==> src/include/ifr_regs.svh <==
// register map, reset values and fixed read answer of the interrupt request front end
// assumes a 32-bit APB with byte addresses and one aligned word per register
`ifndef IFR_REGS_SVH
`define IFR_REGS_SVH

// ****************************************************************
// register byte addresses
// ****************************************************************
`define IFR_ADDR_RAW 32'hFFFFF008
`define IFR_ADDR_ENABLE 32'hFFFFF010
`define IFR_ADDR_FORCE 32'hFFFFF018
`define IFR_ADDR_RELEASE 32'hFFFFF01C
`define IFR_ADDR_EVT_STAT 32'hFFFFF040
`define IFR_ADDR_EVT_MASK 32'hFFFFF044

// ****************************************************************
// reset values and fixed answers
// ****************************************************************
`define IFR_RST_FORCE 32'h00000000
`define IFR_RST_ENABLE 32'h00000000
`define IFR_RST_EVT 32'h00000000
`define IFR_READ_ZERO 32'h00000000

`endif

==> src/include/ifr_pkg.sv <==
// types shared by the interrupt request front end modules
// assumes ifr_regs.svh carries the numeric constants
package ifr_pkg;

    // ****************************************************************
    // request lines, one fixed bit position per source
    // ****************************************************************
    typedef struct packed {
        logic [3:0] rsvd_31_28;
        logic timer_3;
        logic timer_2;
        logic [5:0] rsvd_25_20;
        logic two_wire_b;
        logic converter_request;
        logic rsvd_17;
        logic external_pin_request_c;
        logic external_pin_request_b;
        logic external_pin_request_a;
        logic calendar;
        logic clock_lock;
        logic sync_serial_b;
        logic sync_serial_a;
        logic two_wire_a;
        logic rsvd_8;
        logic serial_b;
        logic serial_a;
        logic timer_1;
        logic timer_0;
        logic core_debug_source_b;
        logic core_debug_source_a;
        logic rsvd_1;
        logic watchdog;
    } ifr_src_t;

    // ****************************************************************
    // APB request and answer
    // ****************************************************************
    typedef struct packed {
        logic [31:0] paddr;
        logic psel;
        logic penable;
        logic pwrite;
        logic [31:0] pwdata;
    } ifr_apb_req_t;

    typedef struct packed {
        logic [31:0] prdata;
        logic pready;
        logic pslverr;
    } ifr_apb_rsp_t;

endpackage

==> src/verilog/ifr_apb_slave.sv <==
// APB slave shell: setup-phase read capture, zero-wait access, error on unmapped
// assumes the parent decodes the address into hit and read data combinationally
`timescale 1ns/1ps
module ifr_apb_slave (
    // clock and reset
    input wire logic pclk,
    input wire logic presetn,
    // bus
    input wire ifr_pkg::ifr_apb_req_t apb_req,
    output ifr_pkg::ifr_apb_rsp_t apb_rsp,
    // decode from parent, write strobe back to it
    input wire logic addr_hit,
    input wire logic [31:0] rd_value,
    output logic wr_pulse
);
    import ifr_pkg::*;
    `include "ifr_regs.svh"

    typedef struct packed {
        logic [31:0] rdata;
        logic err;
    } ifr_slv_state_t;

    ifr_slv_state_t st_reg;
    ifr_slv_state_t st_next;
    logic setup;
    logic access;

    assign setup = apb_req.psel & ~apb_req.penable;
    assign access = apb_req.psel & apb_req.penable;

    // read data sampled in setup so prdata comes from a flop
    always_comb begin
        st_next = st_reg;
        if (setup) begin
            st_next.err = ~addr_hit;
            st_next.rdata = (addr_hit && !apb_req.pwrite) ? rd_value : `IFR_READ_ZERO;
        end
    end

    always_ff @(posedge pclk or negedge presetn) begin
        if (!presetn) begin
            st_reg <= '0;
        end else begin
            st_reg <= st_next;
        end
    end

    assign apb_rsp.pready = access;
    assign apb_rsp.pslverr = access & st_reg.err;
    assign apb_rsp.prdata = st_reg.rdata;
    // writes land at the access edge only, never on an unmapped address
    assign wr_pulse = access & apb_req.pwrite & addr_hit;
endmodule // ifr_apb_slave

==> src/verilog/ifr_evt_status.sv <==
// sticky event status with write-one-to-clear, mask and one level interrupt
// assumes events are one-cycle pulses from the parent
`timescale 1ns/1ps
module ifr_evt_status #(
    parameter int WIDTH = 32
) (
    // clock and reset
    input wire logic pclk,
    input wire logic presetn,
    // events and software access
    input wire logic [WIDTH-1:0] evt,
    input wire logic wr_stat,
    input wire logic wr_mask,
    input wire logic [WIDTH-1:0] wdata,
    // state
    output logic [WIDTH-1:0] stat,
    output logic [WIDTH-1:0] mask,
    output logic irq
);
    import ifr_pkg::*;
    `include "ifr_regs.svh"

    typedef struct packed {
        logic [WIDTH-1:0] stat;
        logic [WIDTH-1:0] mask;
        logic irq;
    } ifr_evt_state_t;

    ifr_evt_state_t st_reg;
    ifr_evt_state_t st_next;

    always_comb begin
        st_next = st_reg;
        // set wins over a clear in the same cycle
        if (wr_stat) begin
            st_next.stat = st_reg.stat & ~wdata;
        end
        st_next.stat = st_next.stat | evt;
        if (wr_mask) begin
            st_next.mask = wdata;
        end
        st_next.irq = |(st_next.stat & st_next.mask);
    end

    always_ff @(posedge pclk or negedge presetn) begin
        if (!presetn) begin
            st_reg.stat <= `IFR_RST_EVT;
            st_reg.mask <= `IFR_RST_EVT;
            st_reg.irq <= 1'b0;
        end else begin
            st_reg <= st_next;
        end
    end

    assign stat = st_reg.stat;
    assign mask = st_reg.mask;
    assign irq = st_reg.irq;
endmodule // ifr_evt_status

==> src/verilog/ifr_front_end.sv <==
// interrupt request front end: merges peripheral and forced requests, exposes raw
// state, and gates the merged vector with a set-only enable register
// assumes peripheral requests are synchronous to pclk; APB master on the bus side
//
// Functional notes
// Each forced bit is ORed with its peripheral request before anything else.
// Writing a one to a force bit sets it and keeps the request asserted.
// Writing a zero to a force bit leaves it unchanged.
// Force, release, raw status and enable all read zero after reset.
// Writing a one to a release bit clears the matching force bit at once.
// Writing a zero to a release bit leaves the force bit as it was.
// The release register is write-only on all 32 bits and acts on ones only.
// Raw status is read-only and shows the merged state ignoring the enables.
// A raw bit is one when either source is asserted, zero when neither is.
// The enable register decides per bit which merged requests go downstream.
// Every source sits at its own fixed bit from watchdog at 0 up to bit 27.
// Writing ones sets enable bits, zeros do nothing, reads show the enables.
// The enabled vector sent downstream is raw AND enable.
`timescale 1ns/1ps
module ifr_front_end (
    // clock and reset
    input wire logic pclk,
    input wire logic presetn,

    // APB register bus
    input wire ifr_pkg::ifr_apb_req_t apb_req,
    output ifr_pkg::ifr_apb_rsp_t apb_rsp,

    // peripheral request lines
    input wire ifr_pkg::ifr_src_t periph_req,

    // towards classification
    output ifr_pkg::ifr_src_t enabled_req,
    output ifr_pkg::ifr_src_t raw_req,

    // interrupt
    output logic irq
);
    import ifr_pkg::*;
    `include "ifr_regs.svh"

    // ****************************************************************
    // state
    // ****************************************************************
    typedef struct packed {
        logic [31:0] force_bits;
        logic [31:0] enable_bits;
        logic [31:0] raw_prev;
        logic [31:0] enabled_out;
        logic [31:0] raw_out;
    } ifr_core_state_t;

    ifr_core_state_t st_reg;
    ifr_core_state_t st_next;

    // ****************************************************************
    // wires
    // ****************************************************************
    logic [31:0] hw_bits;
    logic [31:0] raw_bits;
    logic [31:0] rise_bits;
    logic [31:0] rd_value;
    logic [31:0] evt_stat;
    logic [31:0] evt_mask;
    logic addr_hit;
    logic wr_pulse;
    logic wr_evt_stat;
    logic wr_evt_mask;

    // ****************************************************************
    // address decode
    // ****************************************************************
    // full 32-bit compare, so aliases of the map answer with an error
    function automatic logic ifr_is_mapped(input logic [31:0] addr);
        logic hit;
        hit = 1'b0;
        unique case (addr)
            `IFR_ADDR_RAW,
            `IFR_ADDR_ENABLE,
            `IFR_ADDR_FORCE,
            `IFR_ADDR_RELEASE,
            `IFR_ADDR_EVT_STAT,
            `IFR_ADDR_EVT_MASK: begin
                hit = 1'b1;
            end
            default: begin
                hit = 1'b0;
            end
        endcase
        return hit;
    endfunction

    function automatic logic ifr_wr_to(
        input logic [31:0] addr,
        input logic [31:0] target,
        input logic strobe
    );
        return strobe && (addr == target);
    endfunction

    assign addr_hit = ifr_is_mapped(apb_req.paddr);

    // ****************************************************************
    // request merge
    // ****************************************************************
    // struct field order fixes each source at its bit position
    assign hw_bits = periph_req;

    // forced bits join the raw lines ahead of any gating
    assign raw_bits = hw_bits | st_reg.force_bits;

    // new assertions of any merged request are logged as events
    assign rise_bits = raw_bits & ~st_reg.raw_prev;

    // ****************************************************************
    // read mux
    // ****************************************************************
    always_comb begin
        rd_value = `IFR_READ_ZERO;
        unique case (apb_req.paddr)
            `IFR_ADDR_RAW: begin
                rd_value = raw_bits;
            end
            `IFR_ADDR_ENABLE: begin
                rd_value = st_reg.enable_bits;
            end
            `IFR_ADDR_FORCE: begin
                rd_value = st_reg.force_bits;
            end
            `IFR_ADDR_RELEASE: begin
                // write-only: nothing is stored, so a read gives zero
                rd_value = `IFR_READ_ZERO;
            end
            `IFR_ADDR_EVT_STAT: begin
                rd_value = evt_stat;
            end
            `IFR_ADDR_EVT_MASK: begin
                rd_value = evt_mask;
            end
            default: begin
                rd_value = `IFR_READ_ZERO;
            end
        endcase
    end

    // ****************************************************************
    // register updates
    // ****************************************************************
    always_comb begin
        st_next = st_reg;

        // one-sided writes avoid read-modify-write races with other masters
        if (ifr_wr_to(apb_req.paddr, `IFR_ADDR_FORCE, wr_pulse)) begin
            st_next.force_bits = st_reg.force_bits | apb_req.pwdata;
        end
        if (ifr_wr_to(apb_req.paddr, `IFR_ADDR_RELEASE, wr_pulse)) begin
            st_next.force_bits = st_reg.force_bits & ~apb_req.pwdata;
        end
        if (ifr_wr_to(apb_req.paddr, `IFR_ADDR_ENABLE, wr_pulse)) begin
            // no clear path here; disabling lives in a later stage
            st_next.enable_bits = st_reg.enable_bits | apb_req.pwdata;
        end

        // raw status has no write path at all
        st_next.raw_prev = raw_bits;
        st_next.raw_out = raw_bits;
        st_next.enabled_out = raw_bits & st_reg.enable_bits;
    end

    always_ff @(posedge pclk or negedge presetn) begin
        if (!presetn) begin
            st_reg.force_bits <= `IFR_RST_FORCE;
            st_reg.enable_bits <= `IFR_RST_ENABLE;
            st_reg.raw_prev <= `IFR_RST_FORCE;
            st_reg.enabled_out <= `IFR_RST_ENABLE;
            st_reg.raw_out <= `IFR_RST_FORCE;
        end else begin
            st_reg <= st_next;
        end
    end

    // ****************************************************************
    // event status and interrupt
    // ****************************************************************
    assign wr_evt_stat = ifr_wr_to(apb_req.paddr, `IFR_ADDR_EVT_STAT, wr_pulse);
    assign wr_evt_mask = ifr_wr_to(apb_req.paddr, `IFR_ADDR_EVT_MASK, wr_pulse);

    ifr_evt_status #(
        .WIDTH(32)
    ) u_evt (
        .pclk(pclk),
        .presetn(presetn),
        .evt(rise_bits),
        .wr_stat(wr_evt_stat),
        .wr_mask(wr_evt_mask),
        .wdata(apb_req.pwdata),
        .stat(evt_stat),
        .mask(evt_mask),
        .irq(irq)
    );

    // ****************************************************************
    // bus slave
    // ****************************************************************
    ifr_apb_slave u_apb (
        .pclk(pclk),
        .presetn(presetn),
        .apb_req(apb_req),
        .apb_rsp(apb_rsp),
        .addr_hit(addr_hit),
        .rd_value(rd_value),
        .wr_pulse(wr_pulse)
    );

    // ****************************************************************
    // outputs
    // ****************************************************************
    // one cycle behind the lines; the downstream stage is clocked anyway
    assign enabled_req = st_reg.enabled_out;
    assign raw_req = st_reg.raw_out;
endmodule // ifr_front_end
==> config.mk <==
export PLATFORM = sky130hd
export DESIGN_NAME = ifr_front_end
export DESIGN_NICKNAME = d
export VERILOG_FILES = /design/src/include/ifr_pkg.sv /design/src/verilog/ifr_apb_slave.sv /design/src/verilog/ifr_evt_status.sv /design/src/verilog/ifr_front_end.sv
export VERILOG_INCLUDE_DIRS = /design/src /design/src/include
export SDC_FILE = /design/constraint.sdc
export NUM_CORES = 1
export LEC_CHECK = 0
export ABC_AREA = 1
export BUFFER_PORTS_ARGS = -buffer_cell sky130_fd_sc_hd__buf_2
export CAP_MARGIN = 20
export CORE_ASPECT_RATIO = 0.6
export CORE_MARGIN = 5
export CORE_UTILIZATION = 45
export CTS_CLUSTER_DIAMETER = 30
export DETAILED_ROUTE_END_ITERATION = 16
export GPL_TIMING_DRIVEN = 0
export PLACE_DENSITY = 0.67
export SETUP_SLACK_MARGIN = 0.02
export SLEW_MARGIN = 20
export SYNTH_ARGS = -nofsm -noshare
export SYNTH_HDL_FRONTEND = slang
export SYNTH_SLANG_ARGS = --single-unit
==> constraint.sdc <==
create_clock -name pclk -period 1.7 [get_ports pclk]
set_clock_uncertainty 0.15 [all_clocks]
set_input_delay 0.255 -clock pclk [delete_from_list [all_inputs] [get_ports pclk]]
set_output_delay 0.255 -clock pclk [all_outputs]
set_load 0.03 [all_outputs]
==> qor.yml <==
synth_fa_ha_area_share_pct: 0
hold_viol_final: 0
grt_usage_pct: 25.0
setup_viol_count_final: 65
cts.sinks: 226
gp_congestion: 0.863
grt_setup_unrepaired: "yes"
fillers: 1892
tightest_slew_ps: 707
powerDensity_nw_per_um2: 866
antenna_found_initial: 2
row_count: 44
clkTransAtPathRegs_ps: 60
p_sw_share_pct: 22.9
cp_top_family: "simple AND/OR/NAND/NOR gates"
p_total_w: 0.0137
pin_count: 200
dieArea_um2: 27600
crit_arrival_ps: 2270
comb_power_share_pct: 5.0
area_delta_synth_final_pct: 44.1
cts_tree: "built"
ys_async_sr_fraction_pct: 100
crit_top_cell: "nor2_4"
final_common_cell: "dfrtp_1"
hold_path.class: "in2async"
coreArea_um2: 24100
mostFrequentLayoutCells: "dfrtp_1 (226), buf_2 (194), nand2_1 (190)"
slew_violations: 0
drv_cap: 0
violations: "setup timing"
cpPeakStageDelay_ps: 200
dieWidth_um: 211
power_frac_seq_pct: 39.9
grt-ovfl-total: 0
clkPwrFrac_pct: 55.1
post_synth.cell_area_avg_um2: 8.68
leakagePower_nw: 7.47
syn_inst: 1260
num_vias: 10100
grt_max_degree: 96
synth_top_family_by_area: "simple AND/OR/NAND/NOR gates"
synthMuxAreaShare_pct: 2.93
seq_area_frac_synth_pct: 51.7
grt_pass1_wl_um: 53600
slew_headroom_pct: 52.9
cellInternalPower_w: 0.0105
netlist-cell-type-count: 28
finalNetCount: 1714
diodes: 0
synth_fp_nets: 1361
yosysTopAreaCellShare_pct: 51.7
period_share_pct: 120
fp.dieH_um: 131
drtPass1Iterations: 5
path_cells: "buf_2 -> inv_1 -> nor2_1 -> nand2_4 -> nor2_4 -> nand2_4 -> nor2_4 -> nor2_4 -> nand3_4 -> buf_6 -> clkbuf_16 -> nand4_1 -> nand3_1 -> nand2_2 -> nor2_4 -> nand2_1 -> nor2_1 -> nand2_1"
clockBufferDepth: 3
yosys.area_share.simple_pct: 19.3
initial_core_util_pct: 45.5
synthXorXnorAreaFrac_pct: 0
synth_compound_area_share_pct: 10.9
p_sw_w: 0.00313
critical_path.max_fanout: 8
crit_slowest_cell: "nor2_1"
drc: 0
hold_slack_ps: 79.4
grt_pass1_vias: 9729
synth_edf_count: 0
setup_ws_ps: -333
routed_wl_um: 36700
status: "finished with violations"
fin_crit_ps: 2030
cts_root_buf: "clkbuf_16"
synth_area_leader_cell: "dfrtp_1"
hpwl_um: 23700
drt_first_iter_violations: 797
antenna_left: 0
ctsHtreeMaxLevel: 2
wire_per_inst_um: 18.7
synthTopCellsByArea: "dfrtp_1 (52%), nand2_1 (7.7%), buf_4 (6.8%), inv_1 (6.2%), nor2_1 (4.6%)"
crit_type: "in2reg"
drive_gt1_share_pct: 34.7
worstSkewPairLatency_ps: 510
vdd_drop_max_uv: 674
yosys_register_bits: 226
synth-main-ff-cell: "dfrtp_1"
cp-end-kind: "flip-flop"
ys.warnings.count: 0
path_buf_inv: 4
vias_per_cell: 5.14
portBuffers: 199
startpoint_type: "input port"
numCtsBuffers: 36
synthesis.area_um2: 10900
clock.fmax_mhz: 492
required_ps: 1940
==> cell usage after synthesis (4+ instances only) <==
| cell type | number |
|---|---|
| buf_1 | 8 |
| and2_1 | 32 |
| o21ai_1 | 22 |
| mux2i_1 | 32 |
| dfrtp_1 | 226 |
| buf_6 | 5 |
| nand4_1 | 35 |
| o21ai_0 | 76 |
| inv_1 | 181 |
| nand2_1 | 223 |
| a21oi_1 | 30 |
| o211ai_1 | 30 |
| clkbuf_1 | 22 |
| buf_2 | 12 |
| nor2_4 | 4 |
| nand3_1 | 42 |
| nor2_1 | 134 |
| a32o_1 | 30 |
| nor2_2 | 4 |
| buf_4 | 99 |
==> cell type report <==
cell class | count | area, um2 | share of cell area, %
inverters | 183 | 698 | 4.43
clock buffers | 39 | 943 | 5.99
clock inverters | 26 | 297 | 1.88
flip-flops and latches | 226 | 5660 | 35.9
multi-input cells | 705 | 4080 | 25.9
well taps | 322 | 403 | 2.56
plain buffers | 145 | 1260 | 8.00
repair buffers | 316 | 2430 | 15.4
==> logic make-up (layout without fill, tap and decap cells) <==
| group | after synthesis | after routing |
|---|---|---|
| DFF | 226 | 226 |
| muxes | 32 | 32 |
| and+or+nand+nor | 482 | 482 |
| AOI/OAI and AO/OA | 191 | 191 |
| buffers and inverters | 329 | 709 |
==> repair_timing <==
action | 4_1_cts | 5_1_grt
setup buffers | 16 | 23
pin swaps | 19 | 65
endpoints found under the setup margin | 95 | 103
gates resized for setup | 120 | 166
hold buffers | 65 | 0
endpoints found under the hold margin | 364 | 0
gates cloned | 7 | 6
==> path summary, 6_finish.rpt <==
path,endpoint,slack [ps],from,cells past startpoint
max,u_evt.irq,-330,apb_req[38],18
min,enabled_req[5],80,presetn,2
max reg2reg,u_evt.irq,30,flip-flop,8
min reg2reg,st_reg[119],320,st_reg[119],2
max in group asynchronous,st_reg[116],500,presetn,3
min in group pclk,u_apb.apb_rsp[2],110,apb_req[32],3
==> per-layer routing <==
layer	GRT usage, %	share of wire (%)	routed length (um)
met3	5.56	9.2	3370
met1	37.8	46	16900
met2	36.1	42	15400
met5	0	0.074	27
met4	7.76	2.7	998
==> per-stage QoR <==
stage               std cells  cell area (um2)  setup slack, ps  util [%]  TNS [ps]
CTS                      1936            15000             -234      62.2     -3380
global placement         1781            12400            -3840      51.6   -948040
detailed placement       1783            12500             -971      51.9    -90970
floorplan                1260            11000             -206         -     -7080
global route             1962            15800             -468      65.5    -19370
finish                   1962            15800             -333      65.5    -10510
==> power groups by stage <==
stage / registers, W / logic, W / clock network, W
after detailed placement: 0.00554 / 0.000504 / 0
after floorplan: 0.00554 / 0.000159 / 0
after global routing: 0.00545 / 0.000751 / 0.00786
final: 0.00545 / 0.000679 / 0.00752
after global placement: 0.00554 / 0.000481 / 0
after CTS: 0.00545 / 0.000635 / 0.00758
No activity file was read; power rests on OpenSTA's default activity.
